**config.mk**
```make
export PLATFORM = sky130hd
export DESIGN_NAME = cpw_central_words
export DESIGN_NICKNAME = d
export VERILOG_FILES = /design/src/design/cpw_sync2.v /design/src/design/cpw_diag_rec.v /design/src/design/cpw_central_words.v
export VERILOG_INCLUDE_DIRS = /design/src /design/src/design
export SDC_FILE = /design/constraint.sdc
export NUM_CORES = 1
export LEC_CHECK = 0
export BUFFER_PORTS_ARGS = -buffer_cell sky130_fd_sc_hd__buf_2
export CORE_ASPECT_RATIO = 1.1
export CORE_UTILIZATION = 38
export DETAILED_ROUTE_END_ITERATION = 6
export PLACE_DENSITY = 0.56
export REMOVE_ABC_BUFFERS = 1
export SLEW_MARGIN = 20
export SYNTH_ARGS = -nofsm -noshare
export SYNTH_HDL_FRONTEND = slang
export SYNTH_SLANG_ARGS = --single-unit
```
**constraint.sdc**
```tcl
create_clock -name core_clk -period 4.2 [get_ports core_clk]
set_input_delay 0.63 -clock core_clk [delete_from_list [all_inputs] [get_ports core_clk]]
set_output_delay 0.63 -clock core_clk [all_outputs]
set_load 0.01 [all_outputs]
```
**src/design/cpw_regs.vh**
```
// constants for the central cyclic process words of a drive control unit
// assumes 16-bit telegram words exchanged with one fieldbus controller
`ifndef CPW_REGS_VH
`define CPW_REGS_VH

// word geometry
`define CPW_WORD_W 16
`define CPW_REC_DEPTH 8
`define CPW_REC_AW 3
`define CPW_IO_N 4

// control word bits
`define CPW_CW_PING 1
`define CPW_CW_ACK 7
`define CPW_CW_XFER 10

// status word bits
`define CPW_SW_FAULT 3
`define CPW_SW_ALARM 7
`define CPW_SW_TSYNC 8
`define CPW_SW_NOGALM 9
`define CPW_SW_NOGFLT 10
`define CPW_SW_ONE 11

// input word field positions
`define CPW_IW_TERM_LO 0
`define CPW_IW_DIN_LO 8

// output word field position
`define CPW_OW_DO_LO 0

// reset values
`define CPW_WORD_RST 16'h0000
`define CPW_IO_RST 4'h0
`define CPW_ROUTE_RST 2'h0

`endif

```
**src/design/cpw_sync2.v**
```verilog
// two-flop synchroniser for pin levels
// assumes inputs are slow levels from outside the core clock domain
`timescale 1ns/10ps

module cpw_sync2 #(
    parameter W = 4
) (
    input wire core_clk,
    input wire sys_rst,
    input wire [W-1:0] pin_in,
    output wire [W-1:0] sync_out
);

reg [W-1:0] meta_q;
reg [W-1:0] stab_q;

// first stage feeds only the second
always @(posedge core_clk) begin
    if (sys_rst) begin
        meta_q <= {W{1'b0}};
        stab_q <= {W{1'b0}};
    end else begin
        meta_q <= pin_in;
        stab_q <= meta_q;
    end
end

assign sync_out = stab_q;

endmodule

```
**src/design/cpw_diag_rec.v**
```verilog
// diagnostic record: keeps active entries and sends them out in order
// assumes depth is a power of two; clear empties it (acknowledge)
`timescale 1ns/10ps

module cpw_diag_rec #(
    parameter W = 16,
    parameter DEPTH = 8,
    parameter AW = 3
) (
    input wire core_clk,
    input wire sys_rst,
    input wire push,
    input wire [W-1:0] push_data,
    input wire clear,
    input wire send,
    output wire pend,
    output wire [W-1:0] send_data,
    output wire occupied,
    output wire full
);

reg [W-1:0] mem [0:DEPTH-1];
reg [AW-1:0] wp_q;
reg [AW-1:0] sp_q;
reg [AW:0] cnt_q;
reg [AW:0] uns_q;
wire do_push;
wire do_send;

assign full = (cnt_q == DEPTH[AW:0]);
assign do_push = push & (~full | clear);
assign do_send = send & (uns_q != {(AW+1){1'b0}});

// entries kept in arrival order, send pointer walks behind
always @(posedge core_clk) begin
    if (do_push) begin
        mem[clear ? {AW{1'b0}} : wp_q] <= push_data;
    end
end

// pointers; a new entry in the clearing cycle survives the clear
always @(posedge core_clk) begin
    if (sys_rst) begin
        wp_q <= {AW{1'b0}};
        sp_q <= {AW{1'b0}};
        cnt_q <= {(AW+1){1'b0}};
        uns_q <= {(AW+1){1'b0}};
    end else if (clear) begin
        wp_q <= {{(AW-1){1'b0}}, push};
        sp_q <= {AW{1'b0}};
        cnt_q <= {{AW{1'b0}}, push};
        uns_q <= {{AW{1'b0}}, push};
    end else begin
        wp_q <= wp_q + {{(AW-1){1'b0}}, do_push};
        sp_q <= sp_q + {{(AW-1){1'b0}}, do_send};
        cnt_q <= cnt_q + {{AW{1'b0}}, do_push};
        uns_q <= uns_q + {{AW{1'b0}}, do_push} - {{AW{1'b0}}, do_send};
    end
end

assign pend = (uns_q != {(AW+1){1'b0}});
assign send_data = mem[sp_q];
assign occupied = (cnt_q != {(AW+1){1'b0}});

endmodule

```
**src/design/cpw_central_words.v**
```verilog
// central cyclic process words: control, output, status and input words
// plus two diagnostic channels for faults and alarms
// assumes telegram words and events come from logic on core_clk; pins
// and terminal inputs are asynchronous and are synchronised here
`timescale 1ns/10ps
`include "cpw_regs.vh"

module cpw_central_words #(
    parameter W = `CPW_WORD_W,
    parameter DEPTH = `CPW_REC_DEPTH,
    parameter AW = `CPW_REC_AW,
    parameter N = `CPW_IO_N
) (
    input wire core_clk,
    input wire sys_rst,
    input wire rx_stb,
    input wire [W-1:0] rx_ctrl_word,
    input wire [W-1:0] rx_out_word,
    output reg [W-1:0] tx_status_word,
    output reg [W-1:0] tx_input_word,
    input wire [N-1:0] din_pin,
    input wire [N-1:0] term_in,
    output reg [N-1:0] term_out,
    output reg [N-1:0] term_oe,
    input wire [N-1:0] term_dir_cfg,
    output reg [N-1:0] dout_pin,
    output reg utc_set,
    input wire obj_acked,
    input wire time_sync_req,
    input wire flt_evt,
    input wire [W-1:0] flt_code,
    input wire [W-1:0] flt_class,
    input wire alm_evt,
    input wire [W-1:0] alm_code,
    input wire [W-1:0] alm_class,
    input wire alm_gone,
    input wire diag_en_cfg,
    input wire class_mode_cfg,
    input wire [1:0] route_cfg,
    input wire shared_cfg,
    output reg diag_a_one,
    output reg diag_a_two,
    output reg [W-1:0] diag_a_data,
    output reg diag_b_one,
    output reg diag_b_two,
    output reg [W-1:0] diag_b_data,
    output reg flt_lost,
    output reg alm_lost
);

////////////////////////////////////////////////////////////////////////
// received telegram words

reg [W-1:0] ctrl_q;
reg [N-1:0] do_q;
reg ping_prev_q;
reg ack_prev_q;
wire ping_edge;
wire ack_edge;

// between telegrams the last words stand, so bit edges are judged
// against the latched copy and never against the raw bus words
// latch words on each telegram; reserved bits are never used
always @(posedge core_clk) begin
    if (sys_rst) begin
        ctrl_q <= `CPW_WORD_RST;
        do_q <= `CPW_IO_RST;
    end else if (rx_stb) begin
        ctrl_q <= rx_ctrl_word;
        do_q <= rx_out_word[`CPW_OW_DO_LO +: N];
    end
end

// edge history of ping and acknowledge bits
always @(posedge core_clk) begin
    if (sys_rst) begin
        ping_prev_q <= 1'b0;
        ack_prev_q <= 1'b0;
    end else begin
        ping_prev_q <= ctrl_q[`CPW_CW_PING];
        ack_prev_q <= ctrl_q[`CPW_CW_ACK];
    end
end

assign ping_edge = ctrl_q[`CPW_CW_PING] & ~ping_prev_q;
assign ack_edge = ctrl_q[`CPW_CW_ACK] & ~ack_prev_q;

// utc set pulse on each ping event
always @(posedge core_clk) begin
    if (sys_rst) begin
        utc_set <= 1'b0;
    end else begin
        utc_set <= ping_edge;
    end
end

////////////////////////////////////////////////////////////////////////
// pins: outputs, configurable terminals, inputs

wire [N-1:0] din_s;
wire [N-1:0] term_s;

cpw_sync2 #(
    .W(N)
) u_din_sync (
    .core_clk(core_clk),
    .sys_rst(sys_rst),
    .pin_in(din_pin),
    .sync_out(din_s)
);

cpw_sync2 #(
    .W(N)
) u_term_sync (
    .core_clk(core_clk),
    .sys_rst(sys_rst),
    .pin_in(term_in),
    .sync_out(term_s)
);

// outputs follow the received word directly
always @(posedge core_clk) begin
    if (sys_rst) begin
        dout_pin <= `CPW_IO_RST;
    end else begin
        dout_pin <= do_q;
    end
end

// each terminal is input or output by its direction bit
genvar gi;
generate
    for (gi = 0; gi < N; gi = gi + 1) begin : g_term
        always @(posedge core_clk) begin
            if (sys_rst) begin
                term_oe[gi] <= 1'b0;
                term_out[gi] <= 1'b0;
            end else begin
                term_oe[gi] <= term_dir_cfg[gi];
                term_out[gi] <= term_dir_cfg[gi] & do_q[gi];
            end
        end
    end
endgenerate

// input word; every terminal reports its synchronised pin level, whatever its direction
always @(posedge core_clk) begin
    if (sys_rst) begin
        tx_input_word <= `CPW_WORD_RST;
    end else begin
        tx_input_word <= `CPW_WORD_RST;
        tx_input_word[`CPW_IW_TERM_LO +: N] <= term_s;
        tx_input_word[`CPW_IW_DIN_LO +: N] <= din_s;
    end
end

////////////////////////////////////////////////////////////////////////
// power-up configuration of diagnostics

reg diag_en_q;
reg class_mode_q;
reg [1:0] route_q;
reg shared_q;

// changing routing while running could split a message stream, so
// these settings stay frozen until the next reset
// taken only while reset is held, so changes wait for power-up
always @(posedge core_clk) begin
    if (sys_rst) begin
        diag_en_q <= diag_en_cfg;
        class_mode_q <= class_mode_cfg;
        route_q <= route_cfg;
        shared_q <= shared_cfg;
    end
end

////////////////////////////////////////////////////////////////////////
// fault handling and acknowledge

reg unit_flt_q;
wire unit_clr;
wire flt_clear;
wire f_pend;
wire f_occ;
wire f_full;
wire [W-1:0] f_data;
wire [W-1:0] f_push_data;
wire a_pend;
wire a_occ;
wire a_full;
wire [W-1:0] a_data;
wire [W-1:0] a_push_data;
wire send_a;
wire send_b;

// with an outside master in control, object acknowledges alone are
// not enough: the master must also pulse its own acknowledge
// unit fault clears implicitly or needs explicit acknowledge
assign unit_clr = ctrl_q[`CPW_CW_XFER]
    ? (obj_acked & ack_edge)
    : obj_acked;

// acknowledge edge empties the fault record
assign flt_clear = ack_edge;

// unit fault flag; a new fault wins over the clear
always @(posedge core_clk) begin
    if (sys_rst) begin
        unit_flt_q <= 1'b0;
    end else if (flt_evt) begin
        unit_flt_q <= 1'b1;
    end else if (unit_clr) begin
        unit_flt_q <= 1'b0;
    end
end

// message content: vendor code or error class, no timestamp
assign f_push_data = class_mode_q ? flt_class : flt_code;
assign a_push_data = class_mode_q ? alm_class : alm_code;

cpw_diag_rec #(
    .W(W),
    .DEPTH(DEPTH),
    .AW(AW)
) u_flt_rec (
    .core_clk(core_clk),
    .sys_rst(sys_rst),
    .push(flt_evt),
    .push_data(f_push_data),
    .clear(flt_clear),
    .send(send_a),
    .pend(f_pend),
    .send_data(f_data),
    .occupied(f_occ),
    .full(f_full)
);

cpw_diag_rec #(
    .W(W),
    .DEPTH(DEPTH),
    .AW(AW)
) u_alm_rec (
    .core_clk(core_clk),
    .sys_rst(sys_rst),
    .push(alm_evt),
    .push_data(a_push_data),
    .clear(alm_gone),
    .send(send_b),
    .pend(a_pend),
    .send_data(a_data),
    .occupied(a_occ),
    .full(a_full)
);

// a full record drops the newest event, so the order already
// reported upstream is never rewritten
// sticky overrun flags when a full record drops an event
always @(posedge core_clk) begin
    if (sys_rst) begin
        flt_lost <= 1'b0;
        alm_lost <= 1'b0;
    end else begin
        if (flt_evt & f_full & ~flt_clear) begin
            flt_lost <= 1'b1;
        end else if (flt_clear) begin
            flt_lost <= 1'b0;
        end
        if (alm_evt & a_full & ~alm_gone) begin
            alm_lost <= 1'b1;
        end else if (alm_gone) begin
            alm_lost <= 1'b0;
        end
    end
end

////////////////////////////////////////////////////////////////////////
// status word

// the no-fault bit also watches the unit fault, which can outlive an
// emptied record while drive objects are still unacknowledged
// status rebuilt every cycle; reserved bits zero, bit 11 one
always @(posedge core_clk) begin
    if (sys_rst) begin
        tx_status_word <= `CPW_WORD_RST;
    end else begin
        tx_status_word <= `CPW_WORD_RST;
        tx_status_word[`CPW_SW_FAULT] <= f_occ;
        tx_status_word[`CPW_SW_ALARM] <= a_occ;
        tx_status_word[`CPW_SW_TSYNC] <= time_sync_req;
        tx_status_word[`CPW_SW_NOGALM] <= ~a_occ;
        tx_status_word[`CPW_SW_NOGFLT] <= ~(f_occ | unit_flt_q);
        tx_status_word[`CPW_SW_ONE] <= 1'b1;
    end
end

////////////////////////////////////////////////////////////////////////
// diagnostic channels: a carries faults, b carries alarms

wire to_one;
wire to_two;

// port selection; shared device limits delivery to one controller
assign to_one = route_q[0];
assign to_two = route_q[1] & ~(shared_q & route_q[0]);

// a disabled channel still lets its record fill, so the status bits
// keep telling the truth even when nothing is forwarded
// each channel sends its oldest unsent entry independently
assign send_a = diag_en_q & f_pend;
assign send_b = diag_en_q & a_pend;

// channel a output registers
always @(posedge core_clk) begin
    if (sys_rst) begin
        diag_a_one <= 1'b0;
        diag_a_two <= 1'b0;
        diag_a_data <= `CPW_WORD_RST;
    end else begin
        diag_a_one <= send_a & to_one;
        diag_a_two <= send_a & to_two;
        if (send_a) begin
            diag_a_data <= f_data;
        end
    end
end

// channel b output registers
always @(posedge core_clk) begin
    if (sys_rst) begin
        diag_b_one <= 1'b0;
        diag_b_two <= 1'b0;
        diag_b_data <= `CPW_WORD_RST;
    end else begin
        diag_b_one <= send_b & to_one;
        diag_b_two <= send_b & to_two;
        if (send_b) begin
            diag_b_data <= a_data;
        end
    end
end

endmodule

```
==> flow_summary.yaml <==
synthesis:
  async_reset_ff_share_pct: 0
  synth_flop_cell: "edfxtp_1"
  synth_edf_count: 261
  synth_top_area_share_pct: 53.0
  ys_types: 47
  syn_area_sq_um: 14800
  yosysMostFrequentCell: "edfxtp_1"
  ys_seq_area_share_pct: 69.2
  synthTopCellsByArea: "edfxtp_1 53%, dfxtp_1 16%, mux2i_1 7.0%"
  synth_common_cells: "261 x edfxtp_1, 119 x dfxtp_1, 103 x mux2i_1"
  yosys.area.top_type: "edfxtp_1"
  ys_warn_count: 0
  postSynthAreaPerCell_sq_um: 15.3
  netlist_instances: 963
  synth_seq_cells: 380
clocking:
  cts_resized: 0
  clockBufferDepth: 3
  clk_pin_slew_worst_paths_ps: 60
  clkSinkCount: 380
  htree_levels: 2
  cts_setup_buffers: 0
  numCtsBuffers: 40
  clk_latency_ps: 540
  cts_tree: "yes"
  cts.root.buffer_cell: "clkbuf_16"
  cts_hold_buf: 0
timing:
  timing_hold_violations_final: 0
  fin_skew_ps: 17.9
  fmax_mhz: 427
  grt_setup_unrepaired: "no"
  slew_viol_final: 0
  finalCritPeriodShare_pct: 55.7
  min_period_ps: 2340
  max_slew_margin_pct: 25.5
  fin_setup_tns_ps: 0
  setup_slack_ps: 1860
  setup_viol: 0
  whs_ps: 268
  tightest_slew_ps: 1120
drt:
  via_count: 8053
  ant_nets: 0
  drt-pass1-iter-count: 4
  route.detailed.drc: 0
  viasPerCell: 4.84
  routed_wl_um: 30200
  drt-initial-drc-count: 432
  wl_per_cell_um: 18.2
die:
  die-area_sq_um: 39700
  ios: 204
  die_h_um: 209
  start_util_pct: 38.7
  die_x_um: 190
  fp.coreArea_sq_um: 38200
  num_rows: 75
pwr:
  clkPwrFrac_pct: 38.6
  p_int_mw: 6.73
  leakage_nw: 6.11
  power_density_nw_per_um2: 516
  switching_share_pct: 24.4
  p_sw_mw: 2.18
  power_mw: 8.91
  comb_power_share_pct: 12.7
  ir_drop_uv: 282
  seq_power_share_pct: 48.7
critical_path:
  cp.required_ps: 4620
  worst-setup-path-type: "register to register"
  r2r_start: "u_alm_rec.cnt_q[0]$_SDFF_PP0_"
  cp_max_fo: 4
  critPathSlowestCell: "nor4b_1"
  slowest_delay_ps: 630
  r2r_end: "u_alm_rec.uns_q[2]$_SDFF_PP0_"
  cp_data_arrival_time_ps: 2760
  rrSetupSlack_ps: 1860
  crit_path_end_kind: "register"
  cp_cell_sequence: "nor4b_1 -> a21boi_0 -> ha_1 -> fa_1 -> xnor2_1 -> nor2_1"
  critPathLaunchType: "register"
  reg2regPathDepth: 6
grt:
  grt_max_degree: 60
  grt_antenna_before_repair: 0
  grt_pass1_vias: 8053
  grt_usage_pct: 15.3
  grt_pass1_wl_um: 45900
  grt-ovfl-total: 0
placed_design:
  place_congestion: 0.691
  place_inst: 1588
  dp_slack_ps: 1660
  placed_area_sq_um: 16000
  portBuffers: 160
  hpwl_um: 17100
worst_hold_path:
  hold_depth: 1
  hold_end: "class_mode_q$_DFFE_PP_"
  min_from: "class_mode_cfg"
  hold_class: "input pin to register"
layout:
  final_cells: 1663
  layout-drive-gt1-share_pct: 26.4
  nNetsFinal: 1274
  area_delta_synth_final_pct: 16.8
  fill_cells: 3434
  antenna_cells: 0
  final_area_sq_um: 17300
  fin_util_pct: 45.2
outcome:
  outcome: "completed"
run:
  cap_violations: 0
## worst max-delay path by stage
| stage | start | to | slack, ps | cells after the start |
|---|---|---|---|---|
| floorplan | u_flt_rec.sp_q[0]$_SDFF_PP0_ | u_flt_rec.sp_q[1]$_SDFF_PP0_ | 860 | 3 |
| global placement | alm_gone | u_alm_rec.mem[4][12]$_DFFE_PP_ | 1690 | 4 |
| detailed placement | flt_evt | u_flt_rec.mem[5][1]$_DFFE_PP_ | 1660 | 3 |
| CTS | ack_prev_q$_SDFF_PP0_ | u_flt_rec.mem[5][4]$_DFFE_PP_ | 1740 | 3 |
| global route | u_alm_rec.cnt_q[0]$_SDFF_PP0_ | u_alm_rec.uns_q[2]$_SDFF_PP0_ | 1590 | 6 |
| finish | u_alm_rec.cnt_q[0]$_SDFF_PP0_ | u_alm_rec.uns_q[2]$_SDFF_PP0_ | 1860 | 6 |
## placed cells by master (no fill, tap or decap), types with 3 or more instances in the layout
cell type	netlist	layout
clkinv_2	0	5
nand2_1	17	17
a211oi_2	20	20
clkbuf_16	0	41
xor2_1	3	3
conb_1	1	18
nand3_1	4	4
and3_1	4	4
a211oi_1	12	12
buf_4	35	16
nor2b_1	72	70
nor2_1	42	40
nor3_4	0	4
mux2_2	30	30
mux2i_1	103	103
clkinv_1	0	3
dfxtp_1	119	117
nor2_2	2	4
xnor2_1	10	10
nand2b_4	3	3
edfxtp_1	261	261
buf_2	14	160
inv_1	14	14
and2_1	12	12
a32o_1	32	32
nand2b_1	6	6
inv_6	0	3
a21oi_1	43	43
clkbuf_1	5	14
clkbuf_8	0	5
ha_1	20	20
a22oi_1	32	32
## critical path, delay by kind of cell, from the launching register on
kind | cells | cell delay, ps
compound gates | 1 | 330
xor+xnor | 1 | 170
fa+ha+maj | 2 | 720
flops | 1 | 330
simple gates | 2 | 680
## layer usage
layer	up-vias	wire length, um	global-route usage [%]
met4	0	698	4.84
met5	-	0	0
met2	184	13800	23.9
li1	3916	-	-
met1	3911	14000	21.3
met3	42	1740	3.12
## power groups by stage
stage	combinational (mW)	sequential, mW	clock (mW)
2_1_floorplan	0.693	4.51	0
3_3_place_gp	1.13	4.42	0
3_5_place_dp	1.15	4.42	0
4_1_cts	1.16	4.34	3.52
5_1_grt	1.28	4.36	3.66
6_report	1.13	4.34	3.44
## area by class of cell
cell class,instances,area (sq um),share of cell area [%]
clock inverter,14,131,0.761
sequential,380,10200,59.3
tap,500,626,3.63
clock buffer,60,1150,6.65
timing repair buffer,177,932,5.40
inverter,16,60.1,0.348
multi-input combinational,516,4130,23.9
## flip-flops by register name, summed over array words and instances, names as in the netlist, 6 cells and up
name            count
diag_a_data        16
diag_b_data        16
tx_input_word       8
tx_status_word      6
u_alm_rec.mem     128
u_flt_rec.mem     128
## kinds of logic (layout without fill, tap and decap cells)
| logic type | Yosys count | count (layout) | synth area share, % |
|---|---|---|---|
| simple gates | 181 | 181 | 6.94 |
| xor+xnor | 13 | 13 | 0.771 |
| buf+inv | 84 | 267 | 3.79 |
| fa+ha+maj | 22 | 22 | 1.96 |
| compound gates | 147 | 147 | 7.92 |
| other cells | 1 | 18 | 0.0254 |
| mux | 135 | 135 | 9.42 |
| flops | 380 | 380 | 69.2 |
(Power assumes the default switching activity.)
